[src/verilog/pps_pkg.sv]
// constants, state codes and timing for the power sequencer
// assumes a 20 MHz clock and a slow millisecond timebase built in the sequencer

package pps_pkg;

    localparam int CLK_PERIOD_NS = 50;
    localparam int TICK_TIME_NS = 1000000;
    localparam int TICK_CYCLES_DEF = TICK_TIME_NS / CLK_PERIOD_NS;

    // all hold times counted in 1 ms ticks
    localparam int TICK_MS = 1;
    localparam logic [13:0] DEB_00_TICKS = 14'(128 / TICK_MS);
    localparam logic [13:0] DEB_01_TICKS = 14'(500 / TICK_MS);
    localparam logic [13:0] DEB_10_TICKS = 14'(1000 / TICK_MS);
    localparam logic [13:0] DEB_11_TICKS = 14'(1500 / TICK_MS);
    localparam logic [13:0] LPOFF_00_TICKS = 14'(6000 / TICK_MS);
    localparam logic [13:0] LPOFF_01_TICKS = 14'(7000 / TICK_MS);
    localparam logic [13:0] LPOFF_10_TICKS = 14'(8000 / TICK_MS);
    localparam logic [13:0] LPOFF_11_TICKS = 14'(10000 / TICK_MS);
    localparam logic [13:0] RESTART_TICKS = 14'(1000 / TICK_MS);
    localparam logic [13:0] PG_DELAY_TICKS = 14'(8 / TICK_MS);
    localparam logic [7:0] UV_LIMIT_TICKS = 8'(128 / TICK_MS);

    localparam int NUM_BUCK = 6;
    localparam int NUM_LDO = 2;
    localparam int NUM_RAIL = NUM_BUCK + NUM_LDO;
    localparam logic [2:0] LAST_RAIL = 3'h7;

    localparam logic [1:0] SLP_ALL_ON = 2'h0;
    localparam logic [1:0] SLP_BUCKS_ONLY = 2'h1;
    localparam logic [1:0] SLP_BUCK1_ONLY = 2'h2;

    typedef enum logic [5:0] {
        ST_OFF = 6'h01,
        ST_UP = 6'h02,
        ST_WAIT_PG = 6'h04,
        ST_ON = 6'h08,
        ST_DOWN = 6'h10,
        ST_RESTART = 6'h20
    } pps_state_t;

    typedef enum logic [2:0] {
        CAUSE_NONE = 3'h0,
        CAUSE_RESET = 3'h1,
        CAUSE_OVP = 3'h2,
        CAUSE_TSD = 3'h3,
        CAUSE_UV = 3'h4,
        CAUSE_LPOFF = 3'h5,
        CAUSE_SOFT = 3'h6
    } pps_cause_t;

endpackage : pps_pkg

[src/verilog/pps_sequencer.sv]
// power sequencer core: key timers, on/off initiation, rail sequencing, fault latches
// assumes all inputs synchronous to clk_i; enable bits and codes come from an I2C register file
`timescale 1ns/10ps

module pps_sequencer import pps_pkg::*; #(
    parameter int TICK_CYCLES = TICK_CYCLES_DEF
) (
    input wire logic clk_i,
    input wire logic rst_i,
    input wire logic power_key_n_i,
    input wire logic hard_reset_n_i,
    input wire logic supply_detect_level_i,
    input wire logic uvlo_release_i,
    input wire logic supply_ovp_i,
    input wire logic main_enable_i,
    input wire logic thermal_shutdown_i,
    input wire logic software_power_off_i,
    input wire logic long_press_off_enable_i,
    input wire logic restart_after_long_press_i,
    input wire logic [1:0] key_on_debounce_select_i,
    input wire logic [1:0] key_off_hold_select_i,
    input wire logic sleep_n_i,
    input wire logic [1:0] sleep_rail_config_i,
    input wire logic [5:0] buck_enable_bits_i,
    input wire logic [1:0] ldo_enable_bits_i,
    input wire logic ldo_enable_write_i,
    input wire logic [5:0] buck_uv_i,
    input wire logic [1:0] ldo_uv_i,
    input wire logic [7:0] rail_ready_i,
    input wire logic fault_clear_i,
    input wire logic [1:0] buck1_vsel_i,
    input wire logic [19:0] dvs_code_i,
    input wire logic [1:0] rtc_vsel_i,
    input wire logic [7:0] ldo_vsel_i,
    output logic [7:0] rail_en_o,
    output logic rtc_ldo_on_o,
    output logic power_good_out_o,
    output logic power_good_oe_o,
    output logic long_press_off_flag_o,
    output logic [5:0] buck_fault_flags_o,
    output logic [1:0] ldo_fault_flags_o,
    output logic ovp_latched_o,
    output logic thermal_latched_o,
    output logic uv_latched_o,
    output logic [1:0] buck1_vsel_o,
    output logic [19:0] dvs_code_o,
    output logic [1:0] rtc_vsel_o,
    output logic [7:0] ldo_vsel_o
);

    if (TICK_CYCLES < 2 || TICK_CYCLES > 65535) begin : g_bad_tick
        $error("TICK_CYCLES must lie in 2..65535");
    end

    // ----------------------------------------------------------------
    // decode functions
    // ----------------------------------------------------------------
    function automatic logic [13:0] key_on_limit(input logic [1:0] sel);
        case (sel)
            2'h0: key_on_limit = DEB_00_TICKS;
            2'h1: key_on_limit = DEB_01_TICKS;
            2'h2: key_on_limit = DEB_10_TICKS;
            default: key_on_limit = DEB_11_TICKS;
        endcase
    endfunction : key_on_limit

    function automatic logic [13:0] key_off_limit(input logic [1:0] sel);
        case (sel)
            2'h0: key_off_limit = LPOFF_00_TICKS;
            2'h1: key_off_limit = LPOFF_01_TICKS;
            2'h2: key_off_limit = LPOFF_10_TICKS;
            default: key_off_limit = LPOFF_11_TICKS;
        endcase
    endfunction : key_off_limit

    function automatic logic [7:0] sleep_mask(input logic [1:0] cfg);
        if (cfg == SLP_ALL_ON) begin
            sleep_mask = 8'hff;
        end else if (cfg == SLP_BUCKS_ONLY) begin
            sleep_mask = 8'h3f;
        end else if (cfg == SLP_BUCK1_ONLY) begin
            sleep_mask = 8'h01;
        end else begin
            sleep_mask = 8'h00;
        end
    endfunction : sleep_mask

    // ----------------------------------------------------------------
    // millisecond timebase
    // ----------------------------------------------------------------
    logic [15:0] pre_cnt;
    logic tick;

    always_ff @(posedge clk_i) begin
        if (rst_i || pre_cnt == 16'(TICK_CYCLES - 1)) begin
            pre_cnt <= 16'h0000;
        end else begin
            pre_cnt <= pre_cnt + 16'h0001;
        end
    end

    always_ff @(posedge clk_i) begin
        tick <= !rst_i && pre_cnt == 16'(TICK_CYCLES - 1);
    end

    // ----------------------------------------------------------------
    // edge detectors
    // ----------------------------------------------------------------
    logic hrst_q, det_q, uvlo_q, men_q;
    logic reset_fall, det_rise, uvlo_rise, men_toggle;

    always_ff @(posedge clk_i) begin
        if (rst_i) begin
            hrst_q <= 1'b1;
            det_q <= 1'b0;
            uvlo_q <= 1'b0;
            men_q <= main_enable_i;
        end else begin
            hrst_q <= hard_reset_n_i;
            det_q <= supply_detect_level_i;
            uvlo_q <= uvlo_release_i;
            men_q <= main_enable_i;
        end
    end

    assign reset_fall = hrst_q && !hard_reset_n_i;
    assign det_rise = !det_q && supply_detect_level_i;
    assign uvlo_rise = !uvlo_q && uvlo_release_i;
    assign men_toggle = men_q != main_enable_i;

    // ----------------------------------------------------------------
    // key hold timer
    // ----------------------------------------------------------------
    pps_state_t st;
    logic [13:0] key_cnt;
    logic key_armed;
    logic key_on_hit, key_off_hit, key_fire;
    logic is_active, is_idle;

    assign is_active = st == ST_UP || st == ST_WAIT_PG || st == ST_ON;
    assign is_idle = st == ST_OFF || st == ST_RESTART;
    // strictly longer than the selected time
    assign key_on_hit = key_armed && !power_key_n_i &&
                        key_cnt > key_on_limit(key_on_debounce_select_i);
    assign key_off_hit = key_armed && !power_key_n_i && long_press_off_enable_i && is_active &&
                         key_cnt > key_off_limit(key_off_hold_select_i);
    assign key_fire = (key_on_hit && is_idle) || key_off_hit;

    // one action per press: a held key cannot turn the device back on after a long-press off
    always_ff @(posedge clk_i) begin
        if (rst_i || power_key_n_i) begin
            key_cnt <= 14'h0000;
            key_armed <= !rst_i;
        end else if (key_fire) begin
            key_cnt <= 14'h0000;
            key_armed <= 1'b0;
        end else if (tick && key_cnt != 14'h3fff) begin
            key_cnt <= key_cnt + 14'h0001;
        end
    end

    // ----------------------------------------------------------------
    // buck under-voltage filters
    // ----------------------------------------------------------------
    logic [5:0] uv_hit;
    logic uv_trip;

    for (genvar b = 0; b < NUM_BUCK; b++) begin : g_uv
        logic [7:0] uv_cnt;
        always_ff @(posedge clk_i) begin
            if (rst_i || !buck_uv_i[b] || !rail_en_o[b]) begin
                uv_cnt <= 8'h00;
            end else if (tick && uv_cnt != 8'hff) begin
                uv_cnt <= uv_cnt + 8'h01;
            end
        end
        assign uv_hit[b] = buck_uv_i[b] && uv_cnt > UV_LIMIT_TICKS;
    end

    assign uv_trip = |uv_hit;

    // ----------------------------------------------------------------
    // initiation conditions
    // ----------------------------------------------------------------
    logic ovp_latched, pg;
    logic [13:0] tcnt;
    logic init_on, init_off, soft_ok, go_down;
    pps_cause_t cause, next_cause;

    assign soft_ok = software_power_off_i && st == ST_ON && pg && !supply_detect_level_i;
    assign init_on = is_idle && !ovp_latched && hard_reset_n_i &&
                     (key_on_hit || det_rise || uvlo_rise ||
                      (st == ST_RESTART && tick && tcnt == RESTART_TICKS));
    assign init_off = reset_fall || key_off_hit;

    always_comb begin
        next_cause = CAUSE_NONE;
        if (reset_fall) begin
            next_cause = CAUSE_RESET;
        end else if (is_active && supply_ovp_i) begin
            next_cause = CAUSE_OVP;
        end else if (is_active && thermal_shutdown_i) begin
            next_cause = CAUSE_TSD;
        end else if (is_active && uv_trip) begin
            next_cause = CAUSE_UV;
        end else if (key_off_hit) begin
            next_cause = CAUSE_LPOFF;
        end else if (soft_ok) begin
            next_cause = CAUSE_SOFT;
        end
    end

    assign go_down = next_cause != CAUSE_NONE;

    // ----------------------------------------------------------------
    // sequencing state machine
    // ----------------------------------------------------------------
    logic [2:0] idx;
    logic [7:0] seq_mask, rail_req;
    logic restart_pending;

    assign rail_req = {ldo_enable_bits_i, buck_enable_bits_i};

    always_ff @(posedge clk_i) begin
        if (rst_i) begin
            st <= ST_OFF;
            idx <= 3'h0;
            tcnt <= 14'h0000;
            seq_mask <= 8'h00;
            cause <= CAUSE_NONE;
        end else if (go_down) begin
            st <= ST_DOWN;
            idx <= LAST_RAIL;
            tcnt <= 14'h0000;
            cause <= next_cause;
        end else begin
            case (st)
                ST_OFF, ST_RESTART: begin
                    if (init_on) begin
                        st <= ST_UP;
                        idx <= 3'h0;
                        tcnt <= 14'h0000;
                        cause <= CAUSE_NONE;
                    end else if (st == ST_RESTART && tick) begin
                        tcnt <= tcnt + 14'h0001;
                    end
                end
                ST_UP: begin
                    // a rail whose enable bit is clear is skipped, not waited for
                    seq_mask[idx] <= 1'b1;
                    if (!rail_req[idx] || (seq_mask[idx] && rail_ready_i[idx])) begin
                        if (idx == LAST_RAIL) begin
                            st <= ST_WAIT_PG;
                            tcnt <= 14'h0000;
                        end else begin
                            idx <= idx + 3'h1;
                        end
                    end
                end
                ST_WAIT_PG: begin
                    if (tick) begin
                        tcnt <= tcnt + 14'h0001;
                        if (tcnt == PG_DELAY_TICKS - 14'h0001) begin
                            st <= ST_ON;
                        end
                    end
                end
                ST_ON: begin
                    st <= ST_ON;
                end
                ST_DOWN: begin
                    // one rail per tick, highest first; power-good already low
                    if (tick) begin
                        seq_mask[idx] <= 1'b0;
                        idx <= idx - 3'h1;
                        if (idx == 3'h0) begin
                            st <= restart_pending ? ST_RESTART : ST_OFF;
                            tcnt <= 14'h0000;
                        end
                    end
                end
                default: begin
                    st <= ST_OFF;
                end
            endcase
        end
    end

    assign restart_pending = cause == CAUSE_RESET ||
                             (cause == CAUSE_LPOFF && long_press_off_enable_i && restart_after_long_press_i);

    // ----------------------------------------------------------------
    // power-good, open drain
    // ----------------------------------------------------------------
    always_ff @(posedge clk_i) begin
        if (rst_i || go_down) begin
            pg <= 1'b0;
        end else if (st == ST_WAIT_PG && tick && tcnt == PG_DELAY_TICKS - 14'h0001) begin
            pg <= 1'b1;
        end
    end

    always_ff @(posedge clk_i) begin
        power_good_out_o <= 1'b0;
        power_good_oe_o <= rst_i || !pg;
    end

    // ----------------------------------------------------------------
    // fault latches and records
    // ----------------------------------------------------------------
    logic [1:0] ldo_uv_off;

    always_ff @(posedge clk_i) begin
        if (rst_i) begin
            ovp_latched <= 1'b0;
        end else if (supply_ovp_i) begin
            ovp_latched <= 1'b1;
        end else if (men_toggle) begin
            ovp_latched <= 1'b0;
        end
    end

    always_ff @(posedge clk_i) begin
        if (rst_i) begin
            thermal_latched_o <= 1'b0;
            uv_latched_o <= 1'b0;
        end else begin
            // a fresh fault beats an initiation in the same cycle
            thermal_latched_o <= (thermal_latched_o && !(init_on || init_off)) ||
                                 (is_active && thermal_shutdown_i);
            uv_latched_o <= (uv_latched_o && !(init_on || init_off)) || (is_active && uv_trip);
        end
    end

    // set wins over every clear so a fresh fault is never dropped
    always_ff @(posedge clk_i) begin
        if (rst_i) begin
            ldo_uv_off <= 2'h0;
        end else begin
            ldo_uv_off <= (init_on || init_off || ldo_enable_write_i) ? 2'h0 : ldo_uv_off;
            for (int j = 0; j < NUM_LDO; j++) begin
                if (ldo_uv_i[j] && rail_en_o[NUM_BUCK + j]) begin
                    ldo_uv_off[j] <= 1'b1;
                end
            end
        end
    end

    always_ff @(posedge clk_i) begin
        if (rst_i) begin
            buck_fault_flags_o <= 6'h00;
            ldo_fault_flags_o <= 2'h0;
        end else begin
            buck_fault_flags_o <= (fault_clear_i ? 6'h00 : buck_fault_flags_o) | uv_hit;
            ldo_fault_flags_o <= (fault_clear_i ? 2'h0 : ldo_fault_flags_o) |
                                 (ldo_uv_i & rail_en_o[7:6]);
        end
    end

    always_ff @(posedge clk_i) begin
        if (rst_i || init_on) begin
            long_press_off_flag_o <= 1'b0;
        end else if (key_off_hit) begin
            long_press_off_flag_o <= 1'b1;
        end
    end

    // ----------------------------------------------------------------
    // rail enables and voltage codes
    // ----------------------------------------------------------------
    always_ff @(posedge clk_i) begin
        if (rst_i) begin
            rail_en_o <= 8'h00;
            rtc_ldo_on_o <= 1'b0;
        end else begin
            rail_en_o <= seq_mask & rail_req & ~{ldo_uv_off, 6'h00} &
                         ((st == ST_ON && !sleep_n_i) ? sleep_mask(sleep_rail_config_i) : 8'hff);
            rtc_ldo_on_o <= 1'b1;
        end
    end

    always_ff @(posedge clk_i) begin
        ovp_latched_o <= ovp_latched;
        buck1_vsel_o <= buck1_vsel_i;
        rtc_vsel_o <= rtc_vsel_i;
        dvs_code_o <= dvs_code_i;
        ldo_vsel_o <= ldo_vsel_i;
    end
endmodule : pps_sequencer

[config.mk]
export PLATFORM = sky130hd
export DESIGN_NAME = pps_sequencer
export DESIGN_NICKNAME = d
export VERILOG_FILES = /design/src/verilog/pps_pkg.sv /design/src/verilog/pps_sequencer.sv
export SDC_FILE = /design/constraint.sdc
export NUM_CORES = 1
export LEC_CHECK = 0
export BUFFER_PORTS_ARGS = -buffer_cell sky130_fd_sc_hd__buf_4
export CORE_ASPECT_RATIO = 0.6
export CORE_MARGIN = 1.5
export CORE_UTILIZATION = 50
export DETAILED_ROUTE_END_ITERATION = 8
export GPL_TIMING_DRIVEN = 0
export PLACE_DENSITY_LB_ADDON = 0.3
export SYNTH_ARGS = -nofsm -noshare
export SYNTH_HDL_FRONTEND = slang
export SYNTH_SLANG_ARGS = --single-unit
export TNS_END_PERCENT = 50
[constraint.sdc]
create_clock -name clk_i -period 3.4 [get_ports clk_i]
set_input_delay 0.34 -clock clk_i [delete_from_list [all_inputs] [get_ports clk_i]]
set_output_delay 0.34 -clock clk_i [all_outputs]
set_load 0.01 [all_outputs]
==> impl_metrics.csv <==
group,metric,value,unit
run_status,outcome,"completed",
finish,syn2layout_area_growth,24.0,%
route,drtIter0Drc,559,
synthesis,syn_area_per_cell,8.87,sq um
cts,cts_tree,"yes",
synthesis,synth_cell_types,79,
critical_path,r2r_cells,8,
timing,maxSlewHeadroom,0.464,
timing,max_clock_freq,331,MHz
synthesis,syn-num-nets,1047,
cts,path_clk_slew,0.07,ns
timing,min_period,3.02,ns
timing,final.setup.tns,0,ns
timing,rsz0062_at_grt,"false",
timing,setup_viol,0,
critical_path,r2r-end,"key_armed$_SDFFCE_PN0P_",
cts,cts-resized-gates,0,
power_and_ir_drop,ir_drop,0.318,mV
synthesis,ys_seq_elements,176,
floorplanning,start_util,0.509,
critical_path,crit_arrival,3.14,ns
cts,post-cts-setup-buffers,0,
power_and_ir_drop,leakagePower,4.10,nW
synthesis,synth_ff_type,"dfxtp_1",
critical_path,worstReg2RegStart,"st[2]$_SDFFE_PP0P_",
flow_run,maxCapViolCount,0,
place,place_area,9470,sq um
timing,hold_viol,0,
finish,nets,1209,
worst_hold_path,min_delay_path_depth,1,
synthesis,synthesis.area,8230,sq um
power_and_ir_drop,power.density,450,nW/um^2
floorplanning,num_rows,36,
route,finalWirelength,20.6,mm
timing,slew_viol_final,0,
critical_path,crit_fanout,10,
synthesis,ys_warn_count,0,
route,post_drt_wl_per_cell,15.7,microns
cts,clock-sinks,176,
worst_hold_path,min-delay-start,"dvs_code_i[12]",
critical_path,end_kind,"flip-flop",
timing,period_share,0.888,
route,ant_nets,0,
finish,layout-drive-gt1-share,0.188,
place,place_inst,1267,
finish,final_design_area_no_fill,10200,sq um
route,dr.pass1.iters,5,
global_route,grt_pass1_vias,6379,
place,place_congestion,0.896,
finish,diodes,0,
global_route,antenna_found_initial,0,
synthesis,yosysSeqAreaShare,0.429,
global_route,grt_overflow,0,
finish,instances_no_fill,1312,
floorplanning,die_w,169,microns
cts,cts.path.max_buffers,2,
floorplanning,io_pins,132,
place,hpwlAfterDp,15.1,mm
floorplanning,core,16200,sq um
worst_hold_path,hold_class,"in2reg",
global_route,groute.usage.overall,0.239,
synthesis,synthArstFlopShare,0,
critical_path,critPathKind,"reg2reg",
floorplanning,die_y,102,microns
critical_path,required,3.52,ns
finish,nFillCells,1359,
route,vias,7248,
global_route,grt_max_degree,17,
timing,finClkSkew,0.0139,ns
global_route,grt_pass1_wl,32.3,mm
synthesis,synth-edff-count,1,
timing,tightest_slew,0.797,ns
synthesis,postSynthCellCount,928,
place,io_buffer_count,130,
worst_hold_path,whs_endpoint,"dvs_code_o[12]$_DFF_P_",
critical_path,regToRegSetupSlack,0.38,ns
route,drc,0,
cts,h-tree-depth,4,
floorplanning,die_area,17300,sq um
route,via_per_inst,5.52,
critical_path,startpoint_type,"flip-flop",
cts,root_buffer,"clkbuf_16",
cts,clock_latency,0.43,ns
cts,cts_buffers,17,
-- power breakdown --
part	switching [W]	internal, W
Clock	0.000851	0.00114
Combinational	0.000267	0.000210
Sequential	0.0000179	0.00210
Total	0.00114	0.00345
-- stage by stage --
step                power (W)   util  worst slack, ns  hold WS (ns)
detailed placement    0.00263  0.585            0.144         0.417
global route          0.00475  0.631            0.290      -0.00216
CTS                   0.00461  0.625            0.399       0.00117
finish                0.00459  0.631            0.382       0.00766
floorplan             0.00244      -            0.611         0.368
global placement      0.00262  0.585            0.181         0.417
-- layer usage --
metal | track usage | wire [microns]
met4 | 0.0666 | 231
met5 | 0 | 0
met1 | 0.357 | 10200
met3 | 0.0527 | 1730
met2 | 0.341 | 8410
-- logic make-up (layout without fill, tap and decap cells) --
family	count (synthesis)	count (layout)	share of synthesized area
compound gates	153	153	0.129
xor+xnor	71	71	0.0756
fa+ha+maj	42	42	0.0648
buf+inv	76	251	0.0411
flops	176	176	0.429
mux	13	13	0.0160
other cells	1	1	0.000456
simple gates	396	396	0.244
-- cells in the final DEF, fill, tap and decap left out, drive strengths merged, types with 26 or more instances in the layout --
cell type  Yosys  final
xor2          45     45
xnor2         26     26
inv           49     53
nor2         139    139
a21oi         50     50
ha            41     41
dfxtp        175    175
buf           19    149
clkbuf         7     27
nand3         44     44
nand2         66     66
o21ai         31     31
-- what timing repair did --
item / in CTS / in global routing
endpoints found under the hold margin: 4 / 9
hold buffers: 4 / 9
setup endpoints to repair: 0 / 0
-- layout make-up --
cell class,instances,area (sq um),area share
plain buffers,26,150,0.0147
clock buffers,20,457,0.0448
clock inverters,12,146,0.0144
inverters,50,188,0.0184
multi-input cells,676,4360,0.427
flip-flops and latches,176,3530,0.346
well taps,209,262,0.0256
repair buffers,143,1110,0.108
-- worst max-delay path, stage by stage (launching register included) --
cell	delay, ns
dfxtp_1	0.37
buf_2	0.24
xor2_1	0.16
o21ai_1	0.09
nor4_2	0.57
nand4_1	0.24
or2_2	0.39
o211ai_1	0.30
buf_2	0.34
-- how the worst max path moves through the flow --
| stage | startpoint | to | slack (ns) | cells past startpoint |
|---|---|---|---|---|
| after floorplan | key_on_debounce_select_i[0] | tcnt[8]$_SDFFE_PP0P_ | 0.61 | 13 |
| after global routing | st[2]$_SDFFE_PP0P_ | key_armed$_SDFFCE_PN0P_ | 0.29 | 8 |
| after detailed placement | key_on_debounce_select_i[0] | tcnt[8]$_SDFFE_PP0P_ | 0.14 | 14 |
| after global placement | key_on_debounce_select_i[0] | tcnt[0]$_SDFFE_PP0P_ | 0.18 | 14 |
| after CTS | st[2]$_SDFFE_PP0P_ | key_armed$_SDFFCE_PN0P_ | 0.40 | 8 |
| final | st[2]$_SDFFE_PP0P_ | key_armed$_SDFFCE_PN0P_ | 0.38 | 8 |
-- Yosys cell counts (all sizes together) (7+ instances only) --
cell type | n | area share
nand2 | 66 | 0.030
nor4 | 11 | 0.011
inv | 49 | 0.022
o31ai | 7 | 0.0070
nor3 | 17 | 0.010
a21oi | 50 | 0.033
and2 | 13 | 0.0099
nand4 | 25 | 0.019
or3 | 18 | 0.014
nor2 | 139 | 0.064
a31oi | 14 | 0.011
nand3 | 44 | 0.027
xor2 | 45 | 0.048
nand3b | 7 | 0.0064
and3 | 25 | 0.019
dfxtp | 175 | 0.43
clkbuf | 7 | 0.0032
ha | 41 | 0.062
buf | 19 | 0.015
xnor2 | 26 | 0.028
nor2b | 9 | 0.0068
a211oi | 7 | 0.0064
mux2i | 12 | 0.015
o21ai | 31 | 0.020
-- sequential cells by signal, indices dropped and copies added (netlist names), 2 cells and up, named ones only --
register / cells
st: 6
ldo_uv_off: 2
tcnt: 14
ldo_fault_flags_o: 2
g_uv.uv_cnt: 48
key_cnt: 14
idx: 3
dvs_code_o: 20
rtc_vsel_o: 2
buck_fault_flags_o: 6
pre_cnt: 16
cause: 3
ldo_vsel_o: 8
rail_en_o: 8
buck1_vsel_o: 2
No activity file was read; power rests on OpenSTA's default activity.
